--- src/design/cssq_pkg.sv ---
/*
  Shared constants for the converter startup sequencer: register map,
  field positions, reset values, cycle counts, state encodings and helpers.
  Assumes a 250 MHz bus clock; all counts derive from that period.
*/
package cssq_pkg;

  // ==========================================================
  // Register byte offsets
  localparam logic [7:0] A_CTRL   = 8'h00;
  localparam logic [7:0] A_MODE   = 8'h04;
  localparam logic [7:0] A_SYNTH  = 8'h08;
  localparam logic [7:0] A_CALCFG = 8'h0C;
  localparam logic [7:0] A_XCVR   = 8'h10;
  localparam logic [7:0] A_STATUS = 8'h14;
  localparam logic [7:0] A_RATE   = 8'h18;

  // ==========================================================
  // Control register bits
  localparam int B_SOFT_RST  = 0;
  localparam int B_SYNTH_RST = 1;
  localparam int B_OSC_CAL   = 2;
  localparam int B_LINK_EN   = 3;
  localparam int B_CAL_EN    = 4;
  localparam int B_SW_TRIG   = 5;
  localparam int B_PIN_TRIG  = 6;
  localparam int B_OVERRANGE_ENABLE    = 7;
  localparam int B_SYNC_SEL  = 8;
  localparam int B_STAT_SEL  = 9;
  localparam int CTRL_W      = 10;
  localparam logic [9:0] CTRL_RST = 10'h006;

  // ==========================================================
  // Mode register: link mode [4:0], frame count minus one [12:8]
  localparam int F_MODE_LSB = 0;
  localparam int F_KM1_LSB  = 8;
  localparam int MODE_W     = 5;
  localparam logic [4:0] MODE_RST       = 5'h00;
  localparam logic [4:0] KM1_RST        = 5'h00;
  localparam logic [4:0] MODE_64B_FIRST = 5'h08;
  localparam logic [4:0] MODE_EIGHT     = 5'h08;
  localparam logic [7:0] RATIO_X8_MODE8 = 8'h63;

  // ==========================================================
  // Synth register: bias [7:0], trim [15:8], P [17:16], V [21:18], N [29:22]
  localparam int SYNTH_W = 30;
  localparam logic [29:0] SYNTH_RST = 30'h0000_0000;

  // ==========================================================
  // Calibration config: config a [7:0] (bit 0 = foreground), config b [15:8]
  localparam int B_FG_MODE = 0;
  localparam int CALCFG_W  = 16;
  localparam logic [15:0] CALCFG_RST = 16'h0001;

  // ==========================================================
  // Transceiver refclk control: enable bit 7, divider code [2:0]
  localparam int B_XC_EN     = 7;
  localparam int XC_CODE_W   = 3;
  localparam int XC_HALF_OFS = 3;
  localparam logic [7:0] XCVR_RST = 8'h00;

  // ==========================================================
  // Status bits
  localparam int S_INIT     = 0;
  localparam int S_OSC_DONE = 1;
  localparam int S_LOCKED   = 2;
  localparam int S_FOREGROUND_DONE_BIT  = 3;
  localparam int S_CAL_BUSY = 4;
  localparam int S_LK_DATA  = 5;
  localparam int S_LK_CGS   = 6;
  localparam int S_VALID    = 7;
  localparam int S_STRAP_SY = 8;
  localparam int S_STRAP_RF = 9;

  // ==========================================================
  // Timing
  localparam int CLK_PERIOD_PS   = 4000;
  localparam int INIT_TIME_NS    = 1000;
  localparam int OSC_CAL_TIME_NS = 2000;
  localparam int LOCK_TIME_NS    = 1000;
  localparam int FG_CAL_TIME_NS  = 4000;
  localparam int INIT_CYCLES     = (INIT_TIME_NS * 1000 + CLK_PERIOD_PS - 1) / CLK_PERIOD_PS;
  localparam int OSC_CAL_CYCLES  = (OSC_CAL_TIME_NS * 1000 + CLK_PERIOD_PS - 1) / CLK_PERIOD_PS;
  localparam int LOCK_CYCLES     = (LOCK_TIME_NS * 1000 + CLK_PERIOD_PS - 1) / CLK_PERIOD_PS;
  localparam int FG_CAL_CYCLES   = (FG_CAL_TIME_NS * 1000 + CLK_PERIOD_PS - 1) / CLK_PERIOD_PS;
  localparam int CNT_W           = 16;

  // ==========================================================
  // State encodings
  typedef enum logic [1:0] {
    SY_OFF   = 2'h0,
    SY_CAL   = 2'h1,
    SY_LOCK  = 2'h2,
    SY_READY = 2'h3
  } cssq_synth_e;

  typedef enum logic [1:0] {
    LK_IDLE = 2'h0,
    LK_CGS  = 2'h1,
    LK_DATA = 2'h2
  } cssq_link_e;

  // ==========================================================
  // Helpers
  function automatic logic is_8b10b(input logic [4:0] m);
    return m < MODE_64B_FIRST;
  endfunction : is_8b10b

  // Line rate over sample rate, times eight; zero where unknown
  function automatic logic [7:0] ratio_x8(input logic [4:0] m);
    return (m == MODE_EIGHT) ? RATIO_X8_MODE8 : 8'h00;
  endfunction : ratio_x8

endpackage : cssq_pkg

--- src/design/cssq_refclk_div.sv ---
/*
  Transceiver reference clock divider: toggles its output every half
  period of the selected ratio. Assumes hclk stands in for the lane
  clock and that the owner holds enable low while changing the code.
*/
`timescale 1ns/1ps
module cssq_refclk_div
  import cssq_pkg::*;
(
  // Clock and reset
  input  wire logic                  hclk,
  input  wire logic                  hresetn,
  input  wire logic                  clk_en,
  // Control
  input  wire logic                  enable,
  input  wire logic [XC_CODE_W-1:0]  div_code,
  // Output
  output logic                       clk_out
);

  logic [10:0] half;
  logic [10:0] cnt_q;
  logic [10:0] cnt_d;
  logic        out_d;

  // ==========================================================
  // Ratio is sixteen shifted by code; code 1 gives 32
  always_comb
  begin
    half  = 11'(11'h001 << (4'(div_code) + 4'(XC_HALF_OFS))); // Four bits: code 7 shifts by 10
    cnt_d = cnt_q;
    out_d = clk_out;
    if (!enable)
    begin
      cnt_d = 11'h000;
      out_d = 1'b0;
    end
    else if (cnt_q >= half - 11'h001)
    begin
      cnt_d = 11'h000;
      out_d = !clk_out; // RULE12
    end
    else
      cnt_d = cnt_q + 11'h001;
  end

  always_ff @(posedge hclk or negedge hresetn)
  begin
    if (!hresetn)
    begin
      cnt_q   <= 11'h000;
      clk_out <= 1'b0;
    end
    else if (clk_en)
    begin
      cnt_q   <= cnt_d;
      clk_out <= out_d;
    end
  end
endmodule : cssq_refclk_div

--- src/design/cssq_startup.sv ---
/*
  Converter startup sequencer: AHB-Lite register slave, strap capture,
  init timer, synthesizer calibration and lock, link and foreground
  calibration state machines, data-valid and status outputs.
  Assumes one bus master, hready looped from hreadyout, async pins.
*/
// Design decisions made here: the register addresses and register access over AHB-Lite.
// Overview of operation
// (RULE1) Board straps synth enable and reference select before power-up.
// (RULE2) Host keeps power-down low while repeat or aux clocks are needed.
// (RULE3) Host soft-resets, then polls init-done until it reads one.
// (RULE4) Host sets synth reset, writes bias 0x4A, programs P, V, N.
// (RULE5) Host enables oscillator calibration, or disables it and writes trim.
// (RULE6) Clearing synth reset starts oscillator calibration and enables synth.
// (RULE7) Host clears link enable before changing link settings.
// (RULE8) Host clears calibration enable before changing calibration settings.
// (RULE9) Host writes link mode, then frame count minus one for 8B/10B.
// (RULE10) Host picks single sync input or differential timestamp input.
// (RULE11) Host configures foreground or background calibration before enabling.
// (RULE12) Refclk output runs at line rate over divider; 0x81 means 32.
// (RULE13) Host confirms osc-cal-done and synth-locked before enabling calibration.
// (RULE14) Host sets calibration enable to restart calibration machine.
// (RULE15) Host then sets link enable to restart link machine.
// (RULE16) Host triggers calibration by soft bit 0-then-1 or pin pulse.
// (RULE17) Device raises status pin and foreground-done when calibration ends.
// (RULE18) Device follows SYNC in 8B/10B modes, ignores it in 64B/66B.
// (RULE19) Data valid only when link is up and calibration done.
// (RULE20) Line rate equals sample rate times mode ratio, 12.375 in mode 8.
// (RULE21) System makes SYSREF at line rate over 66*32*E*n.
// (RULE22) Receiver core clock is an integer multiple of reference clock.
`timescale 1ns/1ps
module cssq_startup
  import cssq_pkg::*;
(
  // Clock, reset, enable
  input  wire logic        hclk,
  input  wire logic        hresetn,
  input  wire logic        clk_en,
  // AHB-Lite slave
  input  wire logic        hsel,
  input  wire logic [31:0] haddr,
  input  wire logic [1:0]  htrans,
  input  wire logic        hwrite,
  input  wire logic [2:0]  hsize,
  input  wire logic [31:0] hwdata,
  input  wire logic        hready,
  output logic             hreadyout,
  output logic             hresp,
  output logic [31:0]      hrdata,
  // Pins from outside
  input  wire logic        synth_enable_strap,
  input  wire logic        ref_input_select_strap,
  input  wire logic        power_down_pin,
  input  wire logic        sync_single_input,
  input  wire logic        timestamp_diff_input_p,
  input  wire logic        timestamp_diff_input_n,
  input  wire logic        calib_trigger_pin,
  // Pins to outside
  output logic             calib_status_pin,
  output logic             xcvr_refclk_output,
  output logic             link_cgs_active,
  output logic             data_valid,
  output logic             aux_clock_enable,
  output logic             overrange_enable
);

  localparam int INIT_N = INIT_CYCLES;
  localparam int FG_N   = FG_CAL_CYCLES;

  // ==========================================================
  // Pin synchronisers: meta stage feeds only the second stage
  logic [6:0] pin_meta_q;
  logic [6:0] pin_q;
  logic       trig_prev_q;

  always_ff @(posedge hclk or negedge hresetn)
  begin
    if (!hresetn)
    begin
      // Trigger pin idles high; a low reset would fake a rising edge
      pin_meta_q  <= 7'h01;
      pin_q       <= 7'h01;
      trig_prev_q <= 1'b1;
    end
    else if (clk_en)
    begin
      pin_meta_q  <= {synth_enable_strap, ref_input_select_strap, power_down_pin,
                      sync_single_input, timestamp_diff_input_p,
                      timestamp_diff_input_n, calib_trigger_pin};
      pin_q       <= pin_meta_q;
      trig_prev_q <= pin_q[0];
    end
  end

  // ==========================================================
  // Bus slave: zero wait states, reads sampled in the address phase
  logic                dp_we_q;
  logic [7:0]          dp_addr_q;
  logic                taken;
  logic                we;
  logic                mapped;
  logic [31:0]         rdata_d;
  logic [CTRL_W-1:0]   ctrl_q, ctrl_d;
  logic [MODE_W-1:0]   mode_q, mode_d;
  logic [MODE_W-1:0]   km1_q, km1_d;
  logic [SYNTH_W-1:0]  synth_q, synth_d;
  logic [CALCFG_W-1:0] calcfg_q, calcfg_d;
  logic [7:0]          xctl_q, xctl_d;
  logic                srst_q, srst_d;
  logic [31:0]         status;

  assign taken  = hsel && htrans[1] && hready;
  assign we     = dp_we_q && clk_en;
  assign mapped = (haddr[31:8] == 24'h00_0000);

  // Register writes; soft reset returns every register to its reset value
  always_comb
  begin
    ctrl_d   = ctrl_q;
    mode_d   = mode_q;
    km1_d    = km1_q;
    synth_d  = synth_q;
    calcfg_d = calcfg_q;
    xctl_d   = xctl_q;
    srst_d   = 1'b0;
    if (srst_q)
    begin
      ctrl_d   = CTRL_RST;
      mode_d   = MODE_RST;
      km1_d    = KM1_RST;
      synth_d  = SYNTH_RST;
      calcfg_d = CALCFG_RST;
      xctl_d   = XCVR_RST;
    end
    else if (we)
    begin
      case (dp_addr_q)
        A_CTRL:
        begin
          ctrl_d             = hwdata[CTRL_W-1:0];
          ctrl_d[B_SOFT_RST] = 1'b0;
          srst_d             = hwdata[B_SOFT_RST];
        end
        A_MODE:
        begin
          mode_d = hwdata[F_MODE_LSB +: MODE_W];
          km1_d  = hwdata[F_KM1_LSB +: MODE_W];
        end
        A_SYNTH:  synth_d  = hwdata[SYNTH_W-1:0];
        A_CALCFG: calcfg_d = hwdata[CALCFG_W-1:0];
        A_XCVR:   xctl_d   = hwdata[7:0];
        default:  ; // Read-only or unmapped: write dropped
      endcase
    end
  end

  // Read mux; unmapped addresses read as zero with an OKAY answer
  always_comb
  begin
    rdata_d = hrdata;
    if (taken && !hwrite)
    begin
      rdata_d = 32'h0000_0000;
      if (mapped)
      begin
        case (haddr[7:0])
          A_CTRL:   rdata_d = {22'h00_0000, ctrl_q};
          A_MODE:   rdata_d = {19'h0_0000, km1_q, 3'h0, mode_q};
          A_SYNTH:  rdata_d = {2'h0, synth_q};
          A_CALCFG: rdata_d = {16'h0000, calcfg_q};
          A_XCVR:   rdata_d = {24'h00_0000, xctl_q};
          A_STATUS: rdata_d = status;
          A_RATE:   rdata_d = {24'h00_0000, ratio_x8(mode_q)}; // RULE20
          default:  rdata_d = 32'h0000_0000;
        endcase
      end
    end
  end

  always_ff @(posedge hclk or negedge hresetn)
  begin
    if (!hresetn)
    begin
      dp_we_q   <= 1'b0;
      dp_addr_q <= 8'h00;
      hreadyout <= 1'b0;
      hresp     <= 1'b0;
      hrdata    <= 32'h0000_0000;
      ctrl_q    <= CTRL_RST;
      mode_q    <= MODE_RST;
      km1_q     <= KM1_RST;
      synth_q   <= SYNTH_RST;
      calcfg_q  <= CALCFG_RST;
      xctl_q    <= XCVR_RST;
      srst_q    <= 1'b0;
    end
    else if (clk_en)
    begin
      dp_we_q   <= taken && hwrite && mapped;
      dp_addr_q <= haddr[7:0];
      hreadyout <= 1'b1;
      hresp     <= 1'b0;
      hrdata    <= rdata_d;
      ctrl_q    <= ctrl_d;
      mode_q    <= mode_d;
      km1_q     <= km1_d;
      synth_q   <= synth_d;
      calcfg_q  <= calcfg_d;
      xctl_q    <= xctl_d;
      srst_q    <= srst_d;
    end
  end

  // ==========================================================
  // Straps taken once after reset release, init timer, synthesizer
  logic             strap_taken_q, strap_sy_q, strap_rf_q;
  logic [CNT_W-1:0] init_cnt_q, init_cnt_d;
  logic             init_done_q, init_done_d;
  cssq_synth_e      sy_q, sy_d;
  logic [CNT_W-1:0] sy_cnt_q, sy_cnt_d;
  logic             synth_start;

  // Only a real one-to-zero write of synth reset starts calibration
  assign synth_start = ctrl_q[B_SYNTH_RST] && !ctrl_d[B_SYNTH_RST] && strap_sy_q;

  always_comb
  begin
    init_cnt_d  = init_cnt_q;
    init_done_d = init_done_q;
    sy_d        = sy_q;
    sy_cnt_d    = sy_cnt_q;
    if (!init_done_q)
    begin
      if (init_cnt_q == CNT_W'(INIT_N - 1))
        init_done_d = 1'b1;
      else
        init_cnt_d = init_cnt_q + 16'h0001;
    end
    case (sy_q)
      SY_OFF:
        if (synth_start) // RULE6
        begin
          sy_d     = SY_CAL;
          sy_cnt_d = ctrl_q[B_OSC_CAL] ? CNT_W'(OSC_CAL_CYCLES) : 16'h0001;
        end
      SY_CAL:
        if (sy_cnt_q == 16'h0001)
        begin
          sy_d     = SY_LOCK;
          sy_cnt_d = CNT_W'(LOCK_CYCLES);
        end
        else
          sy_cnt_d = sy_cnt_q - 16'h0001;
      SY_LOCK:
        if (sy_cnt_q == 16'h0001)
          sy_d = SY_READY; // RULE6
        else
          sy_cnt_d = sy_cnt_q - 16'h0001;
      SY_READY: ;
      default: sy_d = SY_OFF;
    endcase
    if (ctrl_d[B_SYNTH_RST] || !strap_sy_q)
      sy_d = SY_OFF;
    if (srst_q)
    begin
      init_cnt_d  = 16'h0000;
      init_done_d = 1'b0;
    end
  end

  always_ff @(posedge hclk or negedge hresetn)
  begin
    if (!hresetn)
    begin
      strap_taken_q <= 1'b0;
      strap_sy_q    <= 1'b0;
      strap_rf_q    <= 1'b0;
      init_cnt_q    <= 16'h0000;
      init_done_q   <= 1'b0;
      sy_q          <= SY_OFF;
      sy_cnt_q      <= 16'h0000;
    end
    else if (clk_en)
    begin
      // Straps are latched once the synchronisers have filled
      if (!strap_taken_q && init_cnt_q == 16'h0002)
      begin
        strap_taken_q <= 1'b1;
        strap_sy_q    <= pin_q[6];
        strap_rf_q    <= pin_q[5];
      end
      init_cnt_q  <= init_cnt_d;
      init_done_q <= init_done_d;
      sy_q        <= sy_d;
      sy_cnt_q    <= sy_cnt_d;
    end
  end

  // ==========================================================
  // Link and foreground calibration machines, pin outputs
  cssq_link_e       lk_q, lk_d;
  logic             sync_req;
  logic             busy_q, busy_d;
  logic [CNT_W-1:0] cal_cnt_q, cal_cnt_d;
  logic             foreground_done_bit_q, foreground_done_bit_d;
  logic             cal_start;
  logic             trig_sw, trig_pin;

  // Sync is active low; source picked by the select bit
  assign sync_req  = !(ctrl_q[B_SYNC_SEL] ? (pin_q[2] && !pin_q[1]) : pin_q[3]);
  assign trig_sw   = !ctrl_q[B_SW_TRIG] && ctrl_d[B_SW_TRIG];
  assign trig_pin  = ctrl_q[B_PIN_TRIG] && !trig_prev_q && pin_q[0];
  // Background mode ignores triggers, and the engine never starts in that mode
  assign cal_start = ctrl_q[B_CAL_EN] && calcfg_q[B_FG_MODE] && !busy_q
                     && (trig_sw || trig_pin);

  always_comb
  begin
    lk_d      = lk_q;
    busy_d    = busy_q;
    cal_cnt_d = cal_cnt_q;
    foreground_done_bit_d = foreground_done_bit_q;
    case (lk_q)
      LK_IDLE:
        if (is_8b10b(mode_q) && sync_req) // RULE18
          lk_d = LK_CGS;
        else
          lk_d = LK_DATA;
      LK_CGS:
        if (!sync_req || !is_8b10b(mode_q))
          lk_d = LK_DATA;
      LK_DATA:
        if (is_8b10b(mode_q) && sync_req) // RULE18
          lk_d = LK_CGS;
      default: lk_d = LK_IDLE;
    endcase
    if (!ctrl_q[B_LINK_EN])
      lk_d = LK_IDLE;
    if (cal_start)
    begin
      busy_d    = 1'b1;
      foreground_done_bit_d = 1'b0;
      cal_cnt_d = CNT_W'(FG_N);
    end
    else if (busy_q)
    begin
      if (cal_cnt_q == 16'h0001)
      begin
        busy_d    = 1'b0;
        foreground_done_bit_d = 1'b1; // RULE17
      end
      cal_cnt_d = cal_cnt_q - 16'h0001;
    end
    if (!ctrl_q[B_CAL_EN])
      busy_d = 1'b0;
  end

  always_ff @(posedge hclk or negedge hresetn)
  begin
    if (!hresetn)
    begin
      lk_q             <= LK_IDLE;
      busy_q           <= 1'b0;
      cal_cnt_q        <= 16'h0000;
      foreground_done_bit_q        <= 1'b0;
      calib_status_pin <= 1'b0;
      link_cgs_active  <= 1'b0;
      data_valid       <= 1'b0;
      aux_clock_enable <= 1'b0;
      overrange_enable <= 1'b0;
    end
    else if (clk_en)
    begin
      lk_q             <= lk_d;
      busy_q           <= busy_d;
      cal_cnt_q        <= cal_cnt_d;
      foreground_done_bit_q        <= foreground_done_bit_d;
      calib_status_pin <= ctrl_q[B_STAT_SEL] ? busy_q : foreground_done_bit_q; // RULE17
      link_cgs_active  <= (lk_q == LK_CGS);
      data_valid       <= (lk_q == LK_DATA) && foreground_done_bit_q; // RULE19
      aux_clock_enable <= !pin_q[4];
      overrange_enable <= ctrl_q[B_OVERRANGE_ENABLE];
    end
  end

  assign status = {22'h00_0000, strap_rf_q, strap_sy_q, data_valid, lk_q == LK_CGS,
                   lk_q == LK_DATA, busy_q, foreground_done_bit_q, sy_q == SY_READY,
                   sy_q == SY_LOCK || sy_q == SY_READY, init_done_q};

  // Refclk for the receiver transceiver
  cssq_refclk_div u_div (
    .hclk     (hclk),
    .hresetn  (hresetn),
    .clk_en   (clk_en),
    .enable   (xctl_q[B_XC_EN]),
    .div_code (xctl_q[XC_CODE_W-1:0]),
    .clk_out  (xcvr_refclk_output)
  );
endmodule : cssq_startup

--- config.mk ---
export PLATFORM = sky130hd
export DESIGN_NAME = cssq_startup
export DESIGN_NICKNAME = d
export VERILOG_FILES = /design/src/design/cssq_pkg.sv /design/src/design/cssq_refclk_div.sv /design/src/design/cssq_startup.sv
export SDC_FILE = /design/constraint.sdc
export NUM_CORES = 1
export LEC_CHECK = 0
export BUFFER_PORTS_ARGS = -buffer_cell sky130_fd_sc_hd__buf_2
export CAP_MARGIN = 10
export CORE_MARGIN = 2
export CORE_UTILIZATION = 25
export DETAILED_ROUTE_END_ITERATION = 12
export SYNTH_ARGS = -nofsm -noshare
export SYNTH_HDL_FRONTEND = slang
export SYNTH_HIERARCHICAL = 1
export SYNTH_SLANG_ARGS = --single-unit
--- constraint.sdc ---
create_clock -name hclk -period 3.1 [get_ports hclk]
set_clock_uncertainty 0.15 [all_clocks]
set_input_delay 0.465 -clock hclk [delete_from_list [all_inputs] [get_ports hclk]]
set_output_delay 0.465 -clock hclk [all_outputs]
set_load 0.02 [all_outputs]
==> impl_metrics.xml, run 1 <==
<?xml version="1.0" encoding="UTF-8"?>
<metrics>
  <group name="run_status">
    <metric name="outcome" unit="">complete, no violations</metric>
  </group>
  <group name="placement">
    <metric name="io_buffer_count" unit="">112</metric>
    <metric name="globalplace.congestion" unit="">0.866</metric>
    <metric name="post_detailed_placement_half_perimeter_wirelength" unit="mm">19.0</metric>
  </group>
  <group name="clock_network">
    <metric name="htreeDepth" unit="">1</metric>
    <metric name="clkLatencyLatePin" unit="ns">0.53</metric>
    <metric name="register_clock_pin_slew_on_the_reported_worst_setup_and_hold_paths" unit="ns">0.06</metric>
    <metric name="tritoncts" unit="">built</metric>
    <metric name="cts.root.buffer_cell" unit="">sky130_fd_sc_hd__clkbuf_16</metric>
    <metric name="post-cts-setup-buffer-count" unit="">0</metric>
    <metric name="tritoncts_num_sinks" unit="">204</metric>
    <metric name="numCtsBuffers" unit="">23</metric>
    <metric name="cts_max_path_buffers" unit="">3</metric>
  </group>
  <group name="routing">
    <metric name="detail_route.iter0.violations" unit="">705</metric>
    <metric name="detail-route-antenna-nets" unit="">0</metric>
    <metric name="drt_pre_antenna_iters" unit="">5</metric>
    <metric name="avgViaCountPerCell" unit="">4.96</metric>
    <metric name="routed-via-count" unit="">8086</metric>
    <metric name="post_drt_wl_per_cell" unit="um">16.6</metric>
    <metric name="route.detailed.drc" unit="">0</metric>
    <metric name="detail_route.wirelength" unit="mm">27.1</metric>
  </group>
  <group name="grt">
    <metric name="grt_pass1_wl" unit="mm">43.9</metric>
    <metric name="grt_antenna_before_repair" unit="">2</metric>
    <metric name="remaining_global_route_overflow" unit="">0</metric>
    <metric name="track_usage" unit="%">13.2</metric>
    <metric name="first_global_vias" unit="">7871</metric>
    <metric name="grt_max_degree" unit="">73</metric>
  </group>
  <group name="sta">
    <metric name="hold_violations" unit="">0</metric>
    <metric name="finalSetupViolCount" unit="">0</metric>
    <metric name="slew_viol_final" unit="">0</metric>
    <metric name="max_clock_freq" unit="GHz">0.378</metric>
    <metric name="timing.max_slew.rel_slack" unit="%">26.2</metric>
    <metric name="unrepaired_setup_endpoints_after_global_routing" unit="">no</metric>
    <metric name="final_period_minus_worst_setup_slack" unit="ns">2.65</metric>
    <metric name="worst_tran_pin_value" unit="ns">1.10</metric>
    <metric name="post-route-period-util" unit="%">85.5</metric>
    <metric name="setup-tns-final" unit="ns">0</metric>
  </group>
  <group name="finish">
    <metric name="layout-drive-gt1-share" unit="%">21.3</metric>
    <metric name="nNetsFinal" unit="">1206</metric>
    <metric name="fillers" unit="">3984</metric>
    <metric name="syn_to_final_growth" unit="%">22.1</metric>
    <metric name="final_cell_mix" unit="">sky130_fd_sc_hd__dfrtp_1 (198), sky130_fd_sc_hd__nand2_1 (120), sky130_fd_sc_hd__buf_2 (111), sky130_fd_sc_hd__o21ai_0 (75), sky130_fd_sc_hd__nor2_1 (53)</metric>
    <metric name="most_common_library_cell_in_the_layout_ignoring_fill_and_taps" unit="">sky130_fd_sc_hd__dfrtp_1</metric>
  </group>
  <group name="hold_path">
    <metric name="holdCritPathClass" unit="">in2reg</metric>
  </group>
  <group name="yosys">
    <metric name="yosys_warnings" unit="">6</metric>
    <metric name="synth_compound_gate_area_share" unit="%">17.5</metric>
    <metric name="async_reset_ff_share" unit="%">100</metric>
    <metric name="synth.yosys.seq_area_share" unit="%">51.7</metric>
    <metric name="mappedNetlistArea" unit="um2">9880</metric>
    <metric name="synthDistinctLibCells" unit="">73</metric>
    <metric name="synth_xor_area_share" unit="%">2.48</metric>
    <metric name="synth_adder_area_share" unit="%">3.29</metric>
    <metric name="synthesis.instances" unit="">962</metric>
    <metric name="synth_simple_gate_area_share" unit="%">17.9</metric>
    <metric name="synthesis.area_per_instance" unit="um2">10.3</metric>
    <metric name="synth_edf_count" unit="">0</metric>
    <metric name="synth_top_flop_cell" unit="">sky130_fd_sc_hd__dfrtp_1</metric>
    <metric name="synthMuxAreaShare" unit="%">3.90</metric>
    <metric name="synth.ff_latch_count" unit="">204</metric>
    <metric name="main_combinational_cell_family_by_area_after_synthesis" unit="">simple AND/OR/NAND/NOR gates</metric>
  </group>
  <group name="floorplanning">
    <metric name="io_pins" unit="">122</metric>
    <metric name="die_area" unit="um2">41100</metric>
    <metric name="die_width" unit="um">203</metric>
    <metric name="placeableCoreArea" unit="um2">38800</metric>
    <metric name="die_height" unit="um">203</metric>
    <metric name="num_rows" unit="">72</metric>
    <metric name="initial_core_util" unit="%">25.5</metric>
  </group>
  <group name="critical_path">
    <metric name="worst_ep_arrival_time" unit="ns">2.96</metric>
    <metric name="critPathCaptureType" unit="">register</metric>
    <metric name="critical_path_class" unit="">reg2reg</metric>
    <metric name="startpoint_type" unit="">register</metric>
    <metric name="critPathRequiredTime" unit="ns">3.41</metric>
    <metric name="timing.critical_path.fanout_max" unit="">14</metric>
  </group>
  <group name="power_and_ir_drop">
    <metric name="vdd_drop_max" unit="mV">0.385</metric>
    <metric name="p_total" unit="W">0.00628</metric>
    <metric name="power.density_cell_area" unit="nW/um2">520</metric>
    <metric name="leakagePower" unit="nW">5.52</metric>
  </group>
  <group name="job">
    <metric name="max-cap-violations" unit="">0</metric>
  </group>
</metrics>
-- synthesized netlist by cell type (8+ instances only) --
cell type / number / area share [%]
sky130_fd_sc_hd__inv_1: 28 / 1.1
sky130_fd_sc_hd__ha_1: 26 / 3.3
sky130_fd_sc_hd__a21oi_1: 30 / 1.5
sky130_fd_sc_hd__nor4b_1: 8 / 0.71
sky130_fd_sc_hd__dfrtp_1: 198 / 50
sky130_fd_sc_hd__mux2_2: 28 / 3.2
sky130_fd_sc_hd__a22o_1: 46 / 4.1
sky130_fd_sc_hd__nand2_1: 120 / 4.6
sky130_fd_sc_hd__nor4_1: 16 / 1.0
sky130_fd_sc_hd__or3_1: 9 / 0.57
sky130_fd_sc_hd__and3_1: 9 / 0.57
sky130_fd_sc_hd__a222oi_1: 12 / 1.2
sky130_fd_sc_hd__xnor2_1: 13 / 1.2
sky130_fd_sc_hd__a22oi_1: 8 / 0.61
sky130_fd_sc_hd__clkbuf_1: 31 / 1.2
sky130_fd_sc_hd__nor3_1: 28 / 1.4
sky130_fd_sc_hd__nor2_1: 54 / 2.1
sky130_fd_sc_hd__xor2_1: 15 / 1.3
sky130_fd_sc_hd__nand4_1: 16 / 1.0
sky130_fd_sc_hd__a31oi_1: 10 / 0.63
sky130_fd_sc_hd__nand3_1: 26 / 1.3
sky130_fd_sc_hd__o21ai_0: 75 / 3.8
-- per-layer routing --
metal	part of all wire, %	vias to the layer above	GRT usage (%)
met5	0	-	0
met3	5.1	37	2.09
met1	48	3999	19.2
met2	44	230	20.6
li1	-	3820	-
met4	2.0	0	2.82
-- worst paths after layout --
kind,from,endpoint,slack (ns),cells after the start
worst max-delay path,dp_addr_q[0]$_DFFE_PN0P_,synth_q[24]$_DFFE_PN0P_,0.45,4
worst min-delay path,hwdata[22],synth_q[22]$_DFFE_PN0P_,0.01,2
worst max register to register,dp_addr_q[0]$_DFFE_PN0P_,synth_q[24]$_DFFE_PN0P_,0.45,4
worst min register to register,pin_q[4]$_DFFE_PN0P_,aux_clock_enable$_DFFE_PN0P_,0.31,1
max in group asynchronous,hresetn,calcfg_q[4]$_DFFE_PN0P_,1.68,3
min in group asynchronous,hresetn,hreadyout$_DFFE_PN0P_,0.40,2
-- timing repair --
| action | CTS | global route |
|---|---|---|
| endpoints found under the setup margin | 0 | 0 |
| hold buffers | 11 | 0 |
| gates resized for setup | 0 | 0 |
| endpoints found under the hold margin | 76 | 0 |
-- power breakdown --
| part | total (W) | leakage, nW | internal [W] | switching, W |
|---|---|---|---|---|
| sequential | 0.00298 | 2.69 | 0.00283 | 0.000158 |
| combinational | 0.000528 | 2.44 | 0.000233 | 0.000295 |
| clock | 0.00276 | 0.380 | 0.00165 | 0.00111 |
| total | 0.00628 | 5.52 | 0.00471 | 0.00157 |
-- metrics by stage --
step / cell area, um2 / cells / setup WS [ns] / util [%] / hold slack (ns)
2_1_floorplan: 9900 / 966 / 0.820 / - / 0.0194
3_3_place_gp: 11200 / 1580 / 0.438 / 28.8 / 0.283
3_5_place_dp: 11200 / 1580 / 0.374 / 28.8 / 0.304
4_1_cts: 12100 / 1630 / 0.466 / 31.1 / 0.00328
5_1_grt: 12100 / 1630 / 0.306 / 31.1 / 0.000190
6_report: 12100 / 1631 / 0.451 / 31.1 / 0.0150
-- kinds of logic (layout without fill, tap and decap cells) --
kind of cell    Yosys count  in the layout
compound gates          248            248
other cells               2              7
buf+inv                  75            221
flops                   204            204
fa+ha+maj                26             26
mux                      35             35
simple gates            344            344
xor+xnor                 28             28
-- area by class of cell --
type                    count  area (um2)  share of cell area (%)
flip-flops and latches    204        5110                    42.4
diodes                      1        2.50                  0.0207
clock buffers              30         652                    5.40
repair buffers            153         930                    7.70
well taps                 518         648                    5.37
clock inverters             9         113                   0.933
inverters                  29         109                   0.902
multi-input cells         687        4500                    37.3
-- registers in the layout, indices dropped and copies added, names as in the netlist, 2 cells and up --
name / count
xctl_q: 8
init_cnt_q: 16
lk_q: 2
pin_meta_q: 7
ctrl_q: 9
cal_cnt_q: 16
hrdata: 30
mode_q: 5
sy_cnt_q: 16
calcfg_q: 16
u_div/cnt_q: 11
synth_q: 30
pin_q: 7
sy_q: 2
km1_q: 5
dp_addr_q: 8
-- worst max-delay path, stage by stage, from the launching register on --
cell,delay [ns]
sky130_fd_sc_hd__dfrtp_1,0.37
sky130_fd_sc_hd__or4_1,0.65
sky130_fd_sc_hd__nor4_1,0.53
sky130_fd_sc_hd__and2_1,0.63
sky130_fd_sc_hd__a22o_1,0.24
Note: power is estimated with default switching activity, not from simulation.
==> run 2: changes to the inputs <==
==> constraint.sdc (replaced) <==
create_clock -name hclk -period 2.86 [get_ports hclk]
set_clock_uncertainty 0.15 [all_clocks]
set_input_delay 0.429 -clock hclk [delete_from_list [all_inputs] [get_ports hclk]]
set_output_delay 0.429 -clock hclk [all_outputs]
set_load 0.02 [all_outputs]
==> impl_metrics.xml, run 2 (synthesized netlist as in run 1, its figures left out) <==
<?xml version="1.0" encoding="UTF-8"?>
<metrics>
  <group name="power_and_ir_drop">
    <metric name="p_total" unit="W">0.00687</metric>
    <metric name="vdd_drop_max" unit="mV">0.353</metric>
    <metric name="leakagePower" unit="nW">5.61</metric>
    <metric name="power.density_cell_area" unit="nW/um2">559</metric>
  </group>
  <group name="job">
    <metric name="max-cap-violations" unit="">0</metric>
  </group>
  <group name="clock_network">
    <metric name="tritoncts" unit="">built</metric>
    <metric name="post_cts_resize_count" unit="">0</metric>
    <metric name="tritoncts_num_sinks" unit="">204</metric>
    <metric name="clkLatencyLatePin" unit="ns">0.54</metric>
    <metric name="register_clock_pin_slew_on_the_reported_worst_setup_and_hold_paths" unit="ns">0.06</metric>
    <metric name="post-cts-setup-buffer-count" unit="">0</metric>
    <metric name="numCtsBuffers" unit="">25</metric>
    <metric name="htreeDepth" unit="">1</metric>
    <metric name="cts_max_path_buffers" unit="">3</metric>
    <metric name="cts_hold_repair.buffers" unit="">25</metric>
    <metric name="cts.root.buffer_cell" unit="">sky130_fd_sc_hd__clkbuf_16</metric>
  </group>
  <group name="grt">
    <metric name="grt.met2_usage" unit="%">21.6</metric>
    <metric name="grt_most_used_layer" unit="">met2</metric>
    <metric name="grt_max_degree" unit="">64</metric>
    <metric name="grt_pass1_wl" unit="mm">44.7</metric>
    <metric name="remaining_global_route_overflow" unit="">0</metric>
    <metric name="met1_demand_to_capacity_share_in_global_routing" unit="%">18.6</metric>
    <metric name="met3_track_demand_over_resource_in_global_routing" unit="%">2.71</metric>
    <metric name="grt_antenna_before_repair" unit="">0</metric>
    <metric name="first_global_vias" unit="">8010</metric>
    <metric name="track_usage" unit="%">13.4</metric>
  </group>
  <group name="placement">
    <metric name="io_buffer_count" unit="">112</metric>
    <metric name="placement.setup.worst_slack" unit="ns">0.0749</metric>
    <metric name="post_detailed_placement_half_perimeter_wirelength" unit="mm">19.3</metric>
    <metric name="globalplace.congestion" unit="">0.858</metric>
  </group>
  <group name="finish">
    <metric name="layout-drive-gt1-share" unit="%">21.4</metric>
    <metric name="most_common_library_cell_in_the_layout_ignoring_fill_and_taps" unit="">sky130_fd_sc_hd__dfrtp_1</metric>
    <metric name="insertedDiodeCount" unit="">0</metric>
    <metric name="nNetsFinal" unit="">1228</metric>
    <metric name="reg.largest.list" unit="">hrdata x30, synth_q x30</metric>
    <metric name="syn_to_final_growth" unit="%">24.2</metric>
    <metric name="final_cell_mix" unit="">sky130_fd_sc_hd__dfrtp_1 (198), sky130_fd_sc_hd__nand2_1 (120), sky130_fd_sc_hd__buf_2 (111), sky130_fd_sc_hd__o21ai_0 (75), sky130_fd_sc_hd__nor2_1 (53)</metric>
  </group>
  <group name="routing">
    <metric name="drt_pre_antenna_iters" unit="">6</metric>
    <metric name="routed-via-count" unit="">8062</metric>
    <metric name="post_drt_wl_per_cell" unit="um">16.6</metric>
    <metric name="detail_route.wirelength" unit="mm">27.5</metric>
    <metric name="route.detailed.drc" unit="">0</metric>
    <metric name="detail-route-antenna-nets" unit="">0</metric>
    <metric name="avgViaCountPerCell" unit="">4.87</metric>
    <metric name="detail_route.iter0.violations" unit="">620</metric>
  </group>
  <group name="sta">
    <metric name="timing.max_slew.rel_slack" unit="%">26.7</metric>
    <metric name="finalSetupViolCount" unit="">0</metric>
    <metric name="unrepaired_setup_endpoints_after_global_routing" unit="">no</metric>
    <metric name="final_period_minus_worst_setup_slack" unit="ns">2.63</metric>
    <metric name="max_clock_freq" unit="GHz">0.380</metric>
    <metric name="setup-tns-final" unit="ns">0</metric>
    <metric name="hold_violations" unit="">0</metric>
    <metric name="worst_tran_pin_value" unit="ns">1.10</metric>
    <metric name="post-route-period-util" unit="%">92.0</metric>
    <metric name="holdWs" unit="ns">0.0122</metric>
    <metric name="final.setup.worst_slack" unit="ns">0.228</metric>
    <metric name="slew_viol_final" unit="">0</metric>
  </group>
  <group name="critical_path">
    <metric name="timing.critical_path.fanout_max" unit="">14</metric>
    <metric name="crit-reg2reg-launch" unit="">dp_addr_q[0]$_DFFE_PN0P_</metric>
    <metric name="crit_start" unit="">dp_addr_q[0]$_DFFE_PN0P_</metric>
    <metric name="startpoint_type" unit="">register</metric>
    <metric name="worst_ep_arrival_time" unit="ns">2.95</metric>
    <metric name="stage_delay_of_the_slowest_cell_on_the_critical_path" unit="ns">0.68</metric>
    <metric name="critical-path-top-delay-family" unit="">simple AND/OR/NAND/NOR gates</metric>
    <metric name="worst-path-buf-inv" unit="">0</metric>
    <metric name="critical_path_class" unit="">reg2reg</metric>
    <metric name="critPathRequiredTime" unit="ns">3.18</metric>
    <metric name="critPathCaptureType" unit="">register</metric>
    <metric name="slowest_stage" unit="">sky130_fd_sc_hd__or4_1</metric>
    <metric name="worst-r2r-setup-slack" unit="ns">0.23</metric>
    <metric name="timing.critical_path.cells" unit="">or4_1 &gt; nor4_1 &gt; and2_1 &gt; a22o_1</metric>
  </group>
  <group name="run_status">
    <metric name="outcome" unit="">complete, no violations</metric>
  </group>
  <group name="floorplanning">
    <metric name="die_area" unit="um2">41100</metric>
    <metric name="initial_core_util" unit="%">25.5</metric>
    <metric name="die_width" unit="um">203</metric>
    <metric name="io_pins" unit="">122</metric>
    <metric name="num_rows" unit="">72</metric>
    <metric name="placeableCoreArea" unit="um2">38800</metric>
    <metric name="die_height" unit="um">203</metric>
  </group>
  <group name="hold_path">
    <metric name="hold_path_startpoint" unit="">hwdata[9]</metric>
    <metric name="holdCritPathClass" unit="">in2reg</metric>
  </group>
</metrics>
==> run 2: cell types whose count changed in the layout (fill, tap and decap cells not counted), sizes merged <==
cell         previous run  this run
buf                   141       147
inv                    29        30
dlygate4sd3            11        25
clkinv                  6         7
clkbuf                 31        35
diode                   1         0
bufinv                  2         1
==> run 2: cell type report <==
class,count,area (um2)
Fill cell,3996,26500
Tap cell,518,648
Multi-Input combinational cell,687,4500
Clock buffer,34,679
Sequential cell,204,5110
Inverter,29,109
Clock inverter,10,103
Timing Repair Buffer,173,1130
==> run 2: final timing paths <==
check,to,cells after the start
max,synth_q[23]$_DFFE_PN0P_,4
min,ctrl_q[9]$_DFFE_PN0P_,2
max reg2reg,synth_q[23]$_DFFE_PN0P_,4
min reg2reg,aux_clock_enable$_DFFE_PN0P_,1
max in group asynchronous,calcfg_q[0]$_DFFE_PN1P_,3
min in group asynchronous,hreadyout$_DFFE_PN0P_,2
==> run 2: power breakdown <==
part           internal (W)  total, W  switching [W]
clock               0.00177   0.00303        0.00126
combinational      0.000271  0.000603       0.000332
sequential          0.00306   0.00323       0.000165
total               0.00510   0.00687        0.00176
==> run 2: per-layer routing <==
layer / vias up / wire length, um
li1: 3861 / -
met3: 33 / 1420
met4: 0 / 427
met1: 3987 / 13100
met2: 181 / 12600
met5: - / 0
==> run 2: per-stage QoR <==
stage | instance area (um2) | std cells | util (%)
floorplan | 9900 | 966 | -
global placement | 11200 | 1585 | 28.9
detailed placement | 11200 | 1585 | 28.9
CTS | 12300 | 1654 | 31.6
global route | 12300 | 1655 | 31.6
finish | 12300 | 1655 | 31.6
